--- config.mk ---
export PLATFORM = sky130hd
export DESIGN_NAME = tas_steer
export DESIGN_NICKNAME = d
export VERILOG_FILES = /design/src/hdl/tas_pkg.sv /design/src/hdl/tas_sync.sv /design/src/hdl/tas_apb_regs.sv /design/src/hdl/tas_steer.sv
export SDC_FILE = /design/constraint.sdc
export NUM_CORES = 1
export LEC_CHECK = 0
export BUFFER_PORTS_ARGS = -buffer_cell sky130_fd_sc_hd__buf_2
export CAP_MARGIN = 25
export CELL_PAD_IN_SITES_DETAIL_PLACEMENT = 0
export CELL_PAD_IN_SITES_GLOBAL_PLACEMENT = 1
export CORE_MARGIN = 2
export CORE_UTILIZATION = 40
export CTS_BUF_LIST = sky130_fd_sc_hd__clkbuf_8
export DETAILED_ROUTE_END_ITERATION = 7
export PLACE_DENSITY = 0.89
export SYNTH_ARGS = -nofsm -noshare
export SYNTH_HDL_FRONTEND = slang
export SYNTH_SLANG_ARGS = --single-unit
export TNS_END_PERCENT = 100
--- constraint.sdc ---
create_clock -name clock -period 28.8 [get_ports clock]
set_clock_uncertainty 0.1 [all_clocks]
set_input_delay 0 -clock clock [delete_from_list [all_inputs] [get_ports clock]]
set_output_delay 0 -clock clock [all_outputs]
set_load 0.02 [all_outputs]
--- src/hdl/tas_pkg.sv ---
// Purpose: Shared constants for the memory access steering block
// Assumes: APB register bus, 32-bit data
// Notes:   Offsets are byte addresses
package tas_pkg;
   localparam logic [11:0] TAS_CTRL_OFFSET   = 12'h000;
   localparam logic [11:0] TAS_STATUS_OFFSET = 12'h004;
   localparam logic [11:0] TAS_MAP_OFFSET    = 12'h008;
   localparam int          TAS_DTM_BIT       = 2;
   localparam int          TAS_WBUF_BIT      = 3;
   localparam int          TAS_ITM_BIT       = 12;
   localparam logic [31:0] TAS_CTRL_RESET    = 32'h0000_0000;
   localparam logic [31:0] TAS_HIVEC_ADDR    = 32'hFFFF_0000;
   localparam logic [31:0] TAS_LOVEC_ADDR    = 32'h0000_0000;
   localparam logic [31:0] TAS_ITM_BASE_RST  = 32'h0000_0000;
   localparam logic [31:0] TAS_DTM_BASE_RST  = 32'h0080_0000;
   localparam logic [4:0]  TAS_MAP_SHIFT_RST = 5'h10;
   localparam logic [1:0]  TAS_HTRANS_IDLE   = 2'h0;
   localparam logic [1:0]  TAS_HTRANS_NONSEQ = 2'h2;
   typedef enum logic [3:0] {
      TAS_IDLE  = 4'b0001,
      TAS_WAITE = 4'b0010,
      TAS_ADDR  = 4'b0100,
      TAS_DATA  = 4'b1000
   } tas_state_t;
endpackage

--- src/hdl/tas_sync.sv ---
// Purpose: Two flip-flop synchroniser for asynchronous levels
// Assumes: Destination is clock
// Notes:   First stage feeds only the second
`timescale 1ns/1ps
module tas_sync #(
   parameter int WIDTH = 1
) (
   input  wire logic             clock,
   input  wire logic             rstn,
   input  wire logic [WIDTH-1:0] d,
   output logic      [WIDTH-1:0] q
);
   logic [WIDTH-1:0] meta_reg;
   always_ff @(posedge clock or negedge rstn) begin
      if (!rstn) begin
         meta_reg <= '0;
         q        <= '0;
      end else begin
         meta_reg <= d;
         q        <= meta_reg;
      end
   end
endmodule

--- src/hdl/tas_apb_regs.sv ---
// Purpose: APB slave holding control and map registers
// Assumes: Zero wait states, pready always high in access phase
// Notes:   Unmapped addresses read zero and raise pslverr
`timescale 1ns/1ps
module tas_apb_regs
   import tas_pkg::*;
(
   input  wire logic        clock,
   input  wire logic        rst_n,
   input  wire logic        psel,
   input  wire logic        penable,
   input  wire logic        pwrite,
   input  wire logic [11:0] paddr,
   input  wire logic [31:0] pwdata,
   output logic      [31:0] prdata,
   output logic             pready,
   output logic             pslverr,
   input  wire logic        boot_enable,
   input  wire logic        boot_load,
   input  wire logic [31:0] status_in,
   output logic      [31:0] ctrl_reg,
   output logic      [31:0] map_reg
);
   logic wr_go;
   logic hit;
   assign hit   = paddr == TAS_CTRL_OFFSET || paddr == TAS_STATUS_OFFSET
                  || paddr == TAS_MAP_OFFSET;
   assign wr_go = psel && penable && pwrite;

   // Boot strap loads both enables on reset release
   always_ff @(posedge clock or negedge rst_n) begin
      if (!rst_n) begin
         ctrl_reg <= TAS_CTRL_RESET;
      end else if (boot_load) begin
         ctrl_reg[TAS_ITM_BIT] <= boot_enable;
         ctrl_reg[TAS_DTM_BIT] <= boot_enable;
      end else if (wr_go && paddr == TAS_CTRL_OFFSET) begin
         ctrl_reg <= pwdata;
      end
   end

   always_ff @(posedge clock or negedge rst_n) begin
      if (!rst_n) begin
         map_reg <= {TAS_DTM_BASE_RST[31:16], 11'h000, TAS_MAP_SHIFT_RST};
      end else if (wr_go && paddr == TAS_MAP_OFFSET) begin
         map_reg <= pwdata;
      end
   end

   always_ff @(posedge clock or negedge rst_n) begin
      if (!rst_n) begin
         prdata  <= 32'h0000_0000;
         pready  <= 1'b0;
         pslverr <= 1'b0;
      end else begin
         pready  <= psel && !penable;
         pslverr <= psel && !penable && !hit;
         if (psel && !penable && !pwrite) begin
            case (paddr)
               TAS_CTRL_OFFSET:   prdata <= ctrl_reg;
               TAS_STATUS_OFFSET: prdata <= status_in;
               TAS_MAP_OFFSET:    prdata <= map_reg;
               default:           prdata <= 32'h0000_0000;
            endcase
         end
      end
   end
endmodule

--- src/hdl/tas_steer.sv ---
// Purpose: Steers core accesses to tight memories or the AHB-Lite port
// Assumes: Bus clock synchronous to clock, enable pulse per bus edge
// Notes:   One access request at a time from the core side
`timescale 1ns/1ps
module tas_steer
   import tas_pkg::*;
(
   input  wire logic        clock,
   input  wire logic        rstn,
   // APB
   input  wire logic        psel,
   input  wire logic        penable,
   input  wire logic        pwrite,
   input  wire logic [11:0] paddr,
   input  wire logic [31:0] pwdata,
   output logic      [31:0] prdata,
   output logic             pready,
   output logic             pslverr,
   // Strap pins
   input  wire logic        boot_tight_mem_enable_pin,
   input  wire logic        high_vector_select_pin,
   // Core request
   input  wire logic        core_req,
   input  wire logic        core_instr,
   input  wire logic        core_write,
   input  wire logic        core_bufferable,
   input  wire logic [31:0] core_addr,
   input  wire logic [31:0] core_wdata,
   output logic      [31:0] core_rdata,
   output logic             core_clock_enable,
   output logic      [31:0] boot_vector,
   // Tight memory ports
   output logic             itm_req,
   output logic             dtm_req,
   output logic             tm_write,
   output logic      [31:0] tm_addr,
   output logic      [31:0] tm_wdata,
   input  wire logic        itm_wait,
   input  wire logic        dtm_wait,
   input  wire logic [31:0] itm_rdata,
   input  wire logic [31:0] dtm_rdata,
   // AHB-Lite master
   input  wire logic        bus_clock_enable_in,
   output logic      [31:0] haddr,
   output logic      [1:0]  htrans,
   output logic             hwrite,
   output logic      [31:0] hwdata,
   input  wire logic        hready,
   input  wire logic [31:0] hrdata
);
   ////////////////////////////////////////////////////////////////////
   logic        rst_meta_reg;
   logic        rst_n;
   logic        boot_load_reg;
   logic [1:0]  pins_sync;
   logic [31:0] ctrl_reg;
   logic [31:0] map_reg;
   logic [31:0] status_w;
   tas_state_t  state_reg;
   tas_state_t  state_next;
   logic        pend_write_reg;
   logic        hit_itm;
   logic        hit_dtm;
   logic        to_tm;
   logic        posted;
   logic        done;
   logic        tm_stall;
   logic        wbuf_full_reg;
   logic [15:0] ahb_count_reg;
   logic [1:0]  tm_rd_reg;

   // Reset release through two flops
   always_ff @(posedge clock or negedge rstn) begin
      if (!rstn) begin
         rst_meta_reg <= 1'b0;
         rst_n        <= 1'b0;
      end else begin
         rst_meta_reg <= 1'b1;
         rst_n        <= rst_meta_reg;
      end
   end

   tas_sync #(.WIDTH(2)) u_pin_sync (
      .clock (clock),
      .rstn  (rst_n),
      .d     ({high_vector_select_pin, boot_tight_mem_enable_pin}),
      .q     (pins_sync)
   );

   // One-shot load of the strap after release, once synchroniser settled
   logic [1:0] boot_cnt_reg;
   always_ff @(posedge clock or negedge rst_n) begin
      if (!rst_n) begin
         boot_cnt_reg  <= 2'h0;
         boot_load_reg <= 1'b0;
         boot_vector   <= TAS_LOVEC_ADDR;
      end else begin
         boot_load_reg <= 1'b0;
         if (boot_cnt_reg != 2'h3) begin
            boot_cnt_reg <= boot_cnt_reg + 2'h1;
            if (boot_cnt_reg == 2'h2) begin
               boot_load_reg <= 1'b1;
               boot_vector   <= pins_sync[1] ? TAS_HIVEC_ADDR
                                             : TAS_LOVEC_ADDR;
            end
         end
      end
   end

   tas_apb_regs u_regs (
      .clock       (clock),
      .rst_n       (rst_n),
      .psel        (psel),
      .penable     (penable),
      .pwrite      (pwrite),
      .paddr       (paddr),
      .pwdata      (pwdata),
      .prdata      (prdata),
      .pready      (pready),
      .pslverr     (pslverr),
      .boot_enable (pins_sync[0]),
      .boot_load   (boot_load_reg),
      .status_in   (status_w),
      .ctrl_reg    (ctrl_reg),
      .map_reg     (map_reg)
   );

   assign status_w = {ahb_count_reg, 11'h000, wbuf_full_reg,
                      state_reg};

   ////////////////////////////////////////////////////////////////////
   // Region decode; size is a power of two given by map_reg[4:0]
   function automatic logic in_region(input logic [31:0] a,
                                      input logic [31:0] base,
                                      input logic [4:0]  shift);
      logic [31:0] mask;
      mask = 32'hFFFF_FFFF << shift;
      return (a & mask) == (base & mask);
   endfunction

   // Disabled memories are not touched, so contents persist
   assign hit_itm = ctrl_reg[TAS_ITM_BIT] &&
                    in_region(core_addr, TAS_ITM_BASE_RST,
                              map_reg[4:0]);
   assign hit_dtm = ctrl_reg[TAS_DTM_BIT] && !hit_itm &&
                    in_region(core_addr, {map_reg[31:16], 16'h0000},
                              map_reg[4:0]);
   assign to_tm   = hit_itm || hit_dtm;
   assign posted  = core_write && core_bufferable && !core_instr &&
                    ctrl_reg[TAS_WBUF_BIT];
   assign done    = hready && bus_clock_enable_in;
   assign tm_stall = (hit_itm && itm_wait) || (hit_dtm && dtm_wait);

   ////////////////////////////////////////////////////////////////////
   // AHB transfer state machine
   always_comb begin
      state_next = state_reg;
      case (state_reg)
         TAS_IDLE: begin
            if (core_req && !to_tm && !(posted && wbuf_full_reg))
               state_next = TAS_WAITE;
         end
         TAS_WAITE: begin
            if (bus_clock_enable_in)
               state_next = TAS_ADDR;
         end
         TAS_ADDR: begin
            if (done)
               state_next = TAS_DATA;
         end
         TAS_DATA: begin
            if (done)
               state_next = TAS_IDLE;
         end
         default: state_next = TAS_IDLE;
      endcase
   end

   always_ff @(posedge clock or negedge rst_n) begin
      if (!rst_n)
         state_reg <= TAS_IDLE;
      else
         state_reg <= state_next;
   end

   // AHB outputs; held while waiting
   always_ff @(posedge clock or negedge rst_n) begin
      if (!rst_n) begin
         haddr          <= 32'h0000_0000;
         htrans         <= TAS_HTRANS_IDLE;
         hwrite         <= 1'b0;
         hwdata         <= 32'h0000_0000;
         pend_write_reg <= 1'b0;
      end else begin
         if (state_reg == TAS_IDLE && state_next == TAS_WAITE) begin
            haddr          <= core_addr;
            hwrite         <= core_write;
            hwdata         <= core_wdata;
            pend_write_reg <= posted;
         end
         if (state_reg == TAS_WAITE && bus_clock_enable_in)
            htrans <= TAS_HTRANS_NONSEQ;
         else if (state_reg == TAS_ADDR && done)
            htrans <= TAS_HTRANS_IDLE;
      end
   end

   // One posted write may be outstanding; the core runs on while it completes
   always_ff @(posedge clock or negedge rst_n) begin
      if (!rst_n)
         wbuf_full_reg <= 1'b0;
      else if (state_reg == TAS_DATA && done)
         wbuf_full_reg <= 1'b0;
      else if (state_reg == TAS_IDLE && state_next == TAS_WAITE)
         wbuf_full_reg <= posted;
   end

   always_ff @(posedge clock or negedge rst_n) begin
      if (!rst_n)
         ahb_count_reg <= 16'h0000;
      else if (state_reg == TAS_DATA && done)
         ahb_count_reg <= ahb_count_reg + 16'h0001;
   end

   ////////////////////////////////////////////////////////////////////
   // Core side: tight memory and posted writes ignore the bus
   always_ff @(posedge clock or negedge rst_n) begin
      if (!rst_n) begin
         core_clock_enable <= 1'b1;
         core_rdata        <= 32'h0000_0000;
      end else begin
         // Tight read data stands in the cycle after the request
         if (|tm_rd_reg)
            core_rdata <= tm_rd_reg[1] ? itm_rdata : dtm_rdata;
         if (state_reg == TAS_DATA && done) begin
            core_clock_enable <= 1'b1;
            if (!hwrite)
               core_rdata <= hrdata;
         end else if (state_reg == TAS_IDLE) begin
            if (!core_req)
               core_clock_enable <= 1'b1;
            else if (to_tm) begin
               core_clock_enable <= !tm_stall;
            end else if (posted)
               core_clock_enable <= !wbuf_full_reg;
            else
               core_clock_enable <= 1'b0;
         end else begin
            core_clock_enable <= pend_write_reg;
         end
      end
   end

   always_ff @(posedge clock or negedge rst_n) begin
      if (!rst_n) begin
         itm_req  <= 1'b0;
         dtm_req  <= 1'b0;
         tm_write <= 1'b0;
         tm_addr  <= 32'h0000_0000;
         tm_wdata <= 32'h0000_0000;
         tm_rd_reg <= 2'b00;
      end else begin
         tm_rd_reg <= {itm_req && !tm_write, dtm_req && !tm_write};
         itm_req  <= core_req && hit_itm && state_reg == TAS_IDLE;
         dtm_req  <= core_req && hit_dtm && state_reg == TAS_IDLE;
         tm_write <= core_write;
         tm_addr  <= core_addr;
         tm_wdata <= core_wdata;
      end
   end

   ////////////////////////////////////////////////////////////////////
   property p_start_on_enable;
      @(posedge clock) disable iff (!rst_n)
      $rose(htrans[1]) |-> $past(bus_clock_enable_in);
   endproperty
   a_start_on_enable: assert property (p_start_on_enable)
      else $error("AHB transfer started without bus enable");

   property p_hold_addr;
      @(posedge clock) disable iff (!rst_n)
      (state_reg == TAS_ADDR && !done) |=> $stable(haddr) && htrans[1];
   endproperty
   a_hold_addr: assert property (p_hold_addr)
      else $error("AHB address moved during wait");

   property p_release;
      @(posedge clock) disable iff (!rst_n)
      (state_reg == TAS_DATA && done) |=> core_clock_enable;
   endproperty
   a_release: assert property (p_release)
      else $error("Core not released at transfer end");

   property p_stall_unbuffered;
      @(posedge clock) disable iff (!rst_n)
      (state_reg == TAS_ADDR && !pend_write_reg) |=> !core_clock_enable;
   endproperty
   a_stall_unbuffered: assert property (p_stall_unbuffered)
      else $error("Core ran during unbuffered AHB access");

   property p_wait_start;
      @(posedge clock) disable iff (!rst_n)
      (state_reg == TAS_WAITE && !bus_clock_enable_in)
         |=> state_reg == TAS_WAITE;
   endproperty
   a_wait_start: assert property (p_wait_start)
      else $error("Left wait state without bus enable");

   property p_tm_no_bus;
      @(posedge clock) disable iff (!rst_n)
      (state_reg == TAS_IDLE && core_req && to_tm && !tm_stall)
         |=> core_clock_enable && state_reg == TAS_IDLE;
   endproperty
   a_tm_no_bus: assert property (p_tm_no_bus)
      else $error("Tight memory access stalled or used bus");

   property p_itm_off;
      @(posedge clock) disable iff (!rst_n)
      !ctrl_reg[TAS_ITM_BIT] |=> !itm_req;
   endproperty
   a_itm_off: assert property (p_itm_off)
      else $error("Disabled instruction memory selected");

   property p_dtm_off;
      @(posedge clock) disable iff (!rst_n)
      !ctrl_reg[TAS_DTM_BIT] |=> !dtm_req;
   endproperty
   a_dtm_off: assert property (p_dtm_off)
      else $error("Disabled data memory requested");

   property p_boot;
      @(posedge clock) disable iff (!rst_n)
      boot_load_reg |=> ctrl_reg[TAS_ITM_BIT] == $past(pins_sync[0]);
   endproperty
   a_boot: assert property (p_boot)
      else $error("Strap not loaded into enables");

   c_ahb_done: cover property (@(posedge clock) disable iff (!rst_n)
      state_reg == TAS_DATA && done);
   c_tm_hit: cover property (@(posedge clock) disable iff (!rst_n)
      itm_req || dtm_req);
   c_posted: cover property (@(posedge clock) disable iff (!rst_n)
      wbuf_full_reg && core_clock_enable);
endmodule

==> summary.md <==
| Metric | Value |
|---|---|
| Status | `complete, no violations` |
| All-layer global routing usage | `0.2538` |
| Largest net degree at the start of global routing | `178` |
| Root Driver | `clkbuf_8` |
| Final-layout fill cell count | `between 2000 and 2500` |
| Crit path from | `paddr[4]` |
| Synth Flop Type | `dfrtp_1` |
| CTS buffer count | `50` |
| RSZ-0062 raised after global routing | `no` |
| Total gr overflow | `0` |
| Post-synthesis mux area share | `0.1611` |
| Clock Sinks | `298` |
| CP endpoint kind | `flop` |
| CP Cell Sequence | `dlygate4sd3_1 > buf_2 > nor2_1 > dlygate4sd3_1 > nand3_1 > dlygate4sd3_1 > nor3b_2 > inv_1 > nor2_4 > nand2_1 > dlygate4sd3_1 > o21ai_0 > dlygate4sd3_1` |
| Synthesis-to-layout area growth | `45.39%` |
| Worst-path clk slew | `~0.06 ns` |
| Final Net Count | `between 1500 and 2000` |
| Crit Path Max Fanout | `17` |
| CTS tree | `built` |
| Most frequent cells in the layout | `buf_2 (434), dfrtp_1 (291), dlygate4sd3_1 (222), mux2_2 (96), nand2_1 (94)` |
| Worst path slowest cell | `nor3b_2` |
| Die Area | `32810 um2` |
| Crit path time final | `4.555 ns` |
| Post-synthesis instance area | `12550 um2` |
| Setup Crit Path Kind | `input pin to flop` |
| 1st-pass router iterations | `4` |
| YS warnings | `0` |
| Slew HR | `0.3284` |
| Post-CTS Setup Bufs | `0` |
| Die Y | `181.1 um` |
| Clock Tree Buf Depth | `3` |
| Dpl hpwl | `approximately 28 mm` |
| Routed WL per cell | `approximately 20 um` |
| Syn Area/Cell | `12.03 um2` |
| Cell Pwr Density | `around 69 nW/um2` |
| Iteration-0 DRC Markers | `618` |
| Post-synthesis simple-gate area fraction | `0.07935` |
| Finish-stage setup viols | `0` |
| Reg area | `7468 um2` |
| Register area share after synthesis | `0.5945` |
| Total Wirelength | `around 42 mm` |
| Clock latency on the worst-skew pair | `around 0.6 ns` |
| Dpl cells | `1808` |
| Synth Area in XOR/XNOR | `0.02303` |
| Final std cells w/o fill | `approximately 2100` |
| Placement Rows | `64` |
| Avg Vias per Cell | `4.998` |
| RR Endpoint | `hwdata[10]$_DFFE_PN0P_` |
| Peak Freq | `around 0.22 GHz` |
| Area post-placement | `14870 um2` |
| Post_cts resized | `0` |
| Multi-input logic area | `4593 um2` |
| Cells after synthesis | `~1000` |
| Maximum vdd drop | `~0.056 mV` |
| Gp weighted congestion | `0.8804` |
| Slew @ Worst Pin | `1.007 ns` |
| Worst R2R Setup Slack | `24.81 ns` |
| Setup crit end | `u_regs.map_reg[4]$_DFFE_PN1P_` |
| Final worst path period share | `0.1582` |
| Post-synth EDFFs | `0` |
| DRC | `0` |
| Via Count | `approximately 11000` |
| Fin. max-slew vios | `0` |
| Routed Antenna Nets | `0` |
| Adder-cell area share of the yosys netlist | `0.003788` |
| Compound-Gate Fraction of Synth Area | `0.09121` |
| Core Util, Final | `0.5935` |
| Leak | `8.986 nW` |
| H-Tree Level Count | `2` |
| Final Cell Area | `between 15000 and 20000 um2` |
| Die Wd | `181.1 um` |
| CP startpoint kind | `input pin` |
| R2R Path Start | `u_regs.map_reg[2]$_DFFE_PN0P_` |
| Port bufs | `around 430` |
| Most used cell, CP | `dlygate4sd3_1` |
| Commonest non-fill, non-tap cell in the layout | `buf_2` |
| Setup TNS | `0 ns` |
| Worst endpoint required time | `29.23 ns` |
| Vias in the first global route | `11390` |
| Final hold violations | `0` |
| I/O pin cnt | `roughly 450` |
| Core area | `~30000 um2` |
| Worst Hold Class | `input pin to flop` |
| Main combinational cell family by area after synthesis | `multiplexers` |
| Number of hold buffers added after cts | `between 200 and 250` |
| Initial antenna violation count | `4` |
| Peak per-stage delay on the critical path | `0.81 ns` |
| Initial core utilization | `0.4082` |
| Distinct cells, synth | `59` |
| Global-route wire length before repair | `64.31 mm` |
| Crit path DAT | `~5.0 ns` |
| FFs w/ async S/R, synth | `1.000` |
| Seq cells post-synth | `298` |
| Share of layout cells above drive strength 1 | `0.3798` |
| Max-cap violations | `0` |
| Register-to-Register Path Depth | `9` |
## cell usage after synthesis, types with 7 or more instances
cell      instances  share of area
dfrtp_1         294           0.59
mux2_2           96          0.086
nand2_1          94          0.028
o21ai_0          84          0.033
nor2_1           73          0.022
a21oi_1          71          0.028
mux2i_1          55          0.044
buf_4            36          0.022
clkbuf_1         31         0.0093
xor2_1           22          0.015
mux2_4           20          0.024
a22oi_1          12         0.0072
buf_1            11         0.0033
inv_1            11         0.0033
nand3_1          11         0.0044
xnor2_1          11         0.0077
nor2b_1          10         0.0050
nor3_1            9         0.0036
mux2_1            8         0.0072
buf_2             7         0.0028
## worst max-delay path, delay by kind of cell
kind                   cells  cell delay [ns]
and+or+nand+nor            5             1.65
buffers and inverters      7             3.24
AOI/OAI and AO/OA          1             0.07
## power breakdown
group	total (W)	leakage [nW]	switching, W	internal (W)
combinational	0.000325	4.62	0.000180	0.000146
sequential	0.000516	3.74	0.0000363	0.000479
clock	0.000415	0.628	0.000176	0.000239
## metrics by stage
step | total power [W] | setup WS, ns | hold slack (ns)
2_1_floorplan | 0.0006864 | 19.79 | -0.3956
3_3_place_gp | 0.0007872 | 24.90 | -0.3136
3_5_place_dp | 0.0007928 | 24.85 | -0.3114
4_1_cts | 0.001256 | 24.44 | 0.004328
5_1_grt | 0.001315 | 23.96 | 0.03430
6_report | 0.001256 | 24.25 | 0.05168
## how the worst min path moves through the flow
stage                     slack (ns)           from                      to  cells after the start
after floorplan                -0.40           rstn  rst_meta_reg$_DFF_PN0_                      0
after global placement         -0.31           rstn  rst_meta_reg$_DFF_PN0_                      1
after detailed placement       -0.31           rstn  rst_meta_reg$_DFF_PN0_                      1
after CTS                      0.004  core_wdata[7]   tm_wdata[7]$_DFF_PN0_                      2
after global routing            0.03   core_addr[8]    tm_addr[8]$_DFF_PN0_                      2
final                           0.05  core_wdata[7]   tm_wdata[7]$_DFF_PN0_                      2
## cell type report
type | count | share of cell area
antenna | 2 | 0.0002743
inverter | 12 | 0.002468
clock inverter | 24 | 0.01090
clock buffer | 68 | 0.05129
timing repair buffer | 665 | 0.2470
multi-input combinational | 660 | 0.2517
tap | 396 | 0.02715
sequential | 298 | 0.4093
## kinds of logic (layout without fill, tap and decap cells)
| kind of cell | after synthesis | after routing |
|---|---|---|
| other cells | 2 | 20 |
| flops | 298 | 298 |
| simple gates | 226 | 226 |
| xor+xnor | 33 | 33 |
| mux | 179 | 179 |
| fa+ha+maj | 4 | 4 |
| buf+inv | 101 | 769 |
| compound gates | 200 | 200 |
## metal layers
| metal | GRT usage | part of all wire |
|---|---|---|
| met3 | 0.06067 | 0.070 |
| met4 | 0.1125 | 0.043 |
| met1 | 0.2838 | 0.37 |
| met5 | 0 | 0.00026 |
| met2 | 0.4587 | 0.52 |
Note: power is estimated with default switching activity, not from simulation.
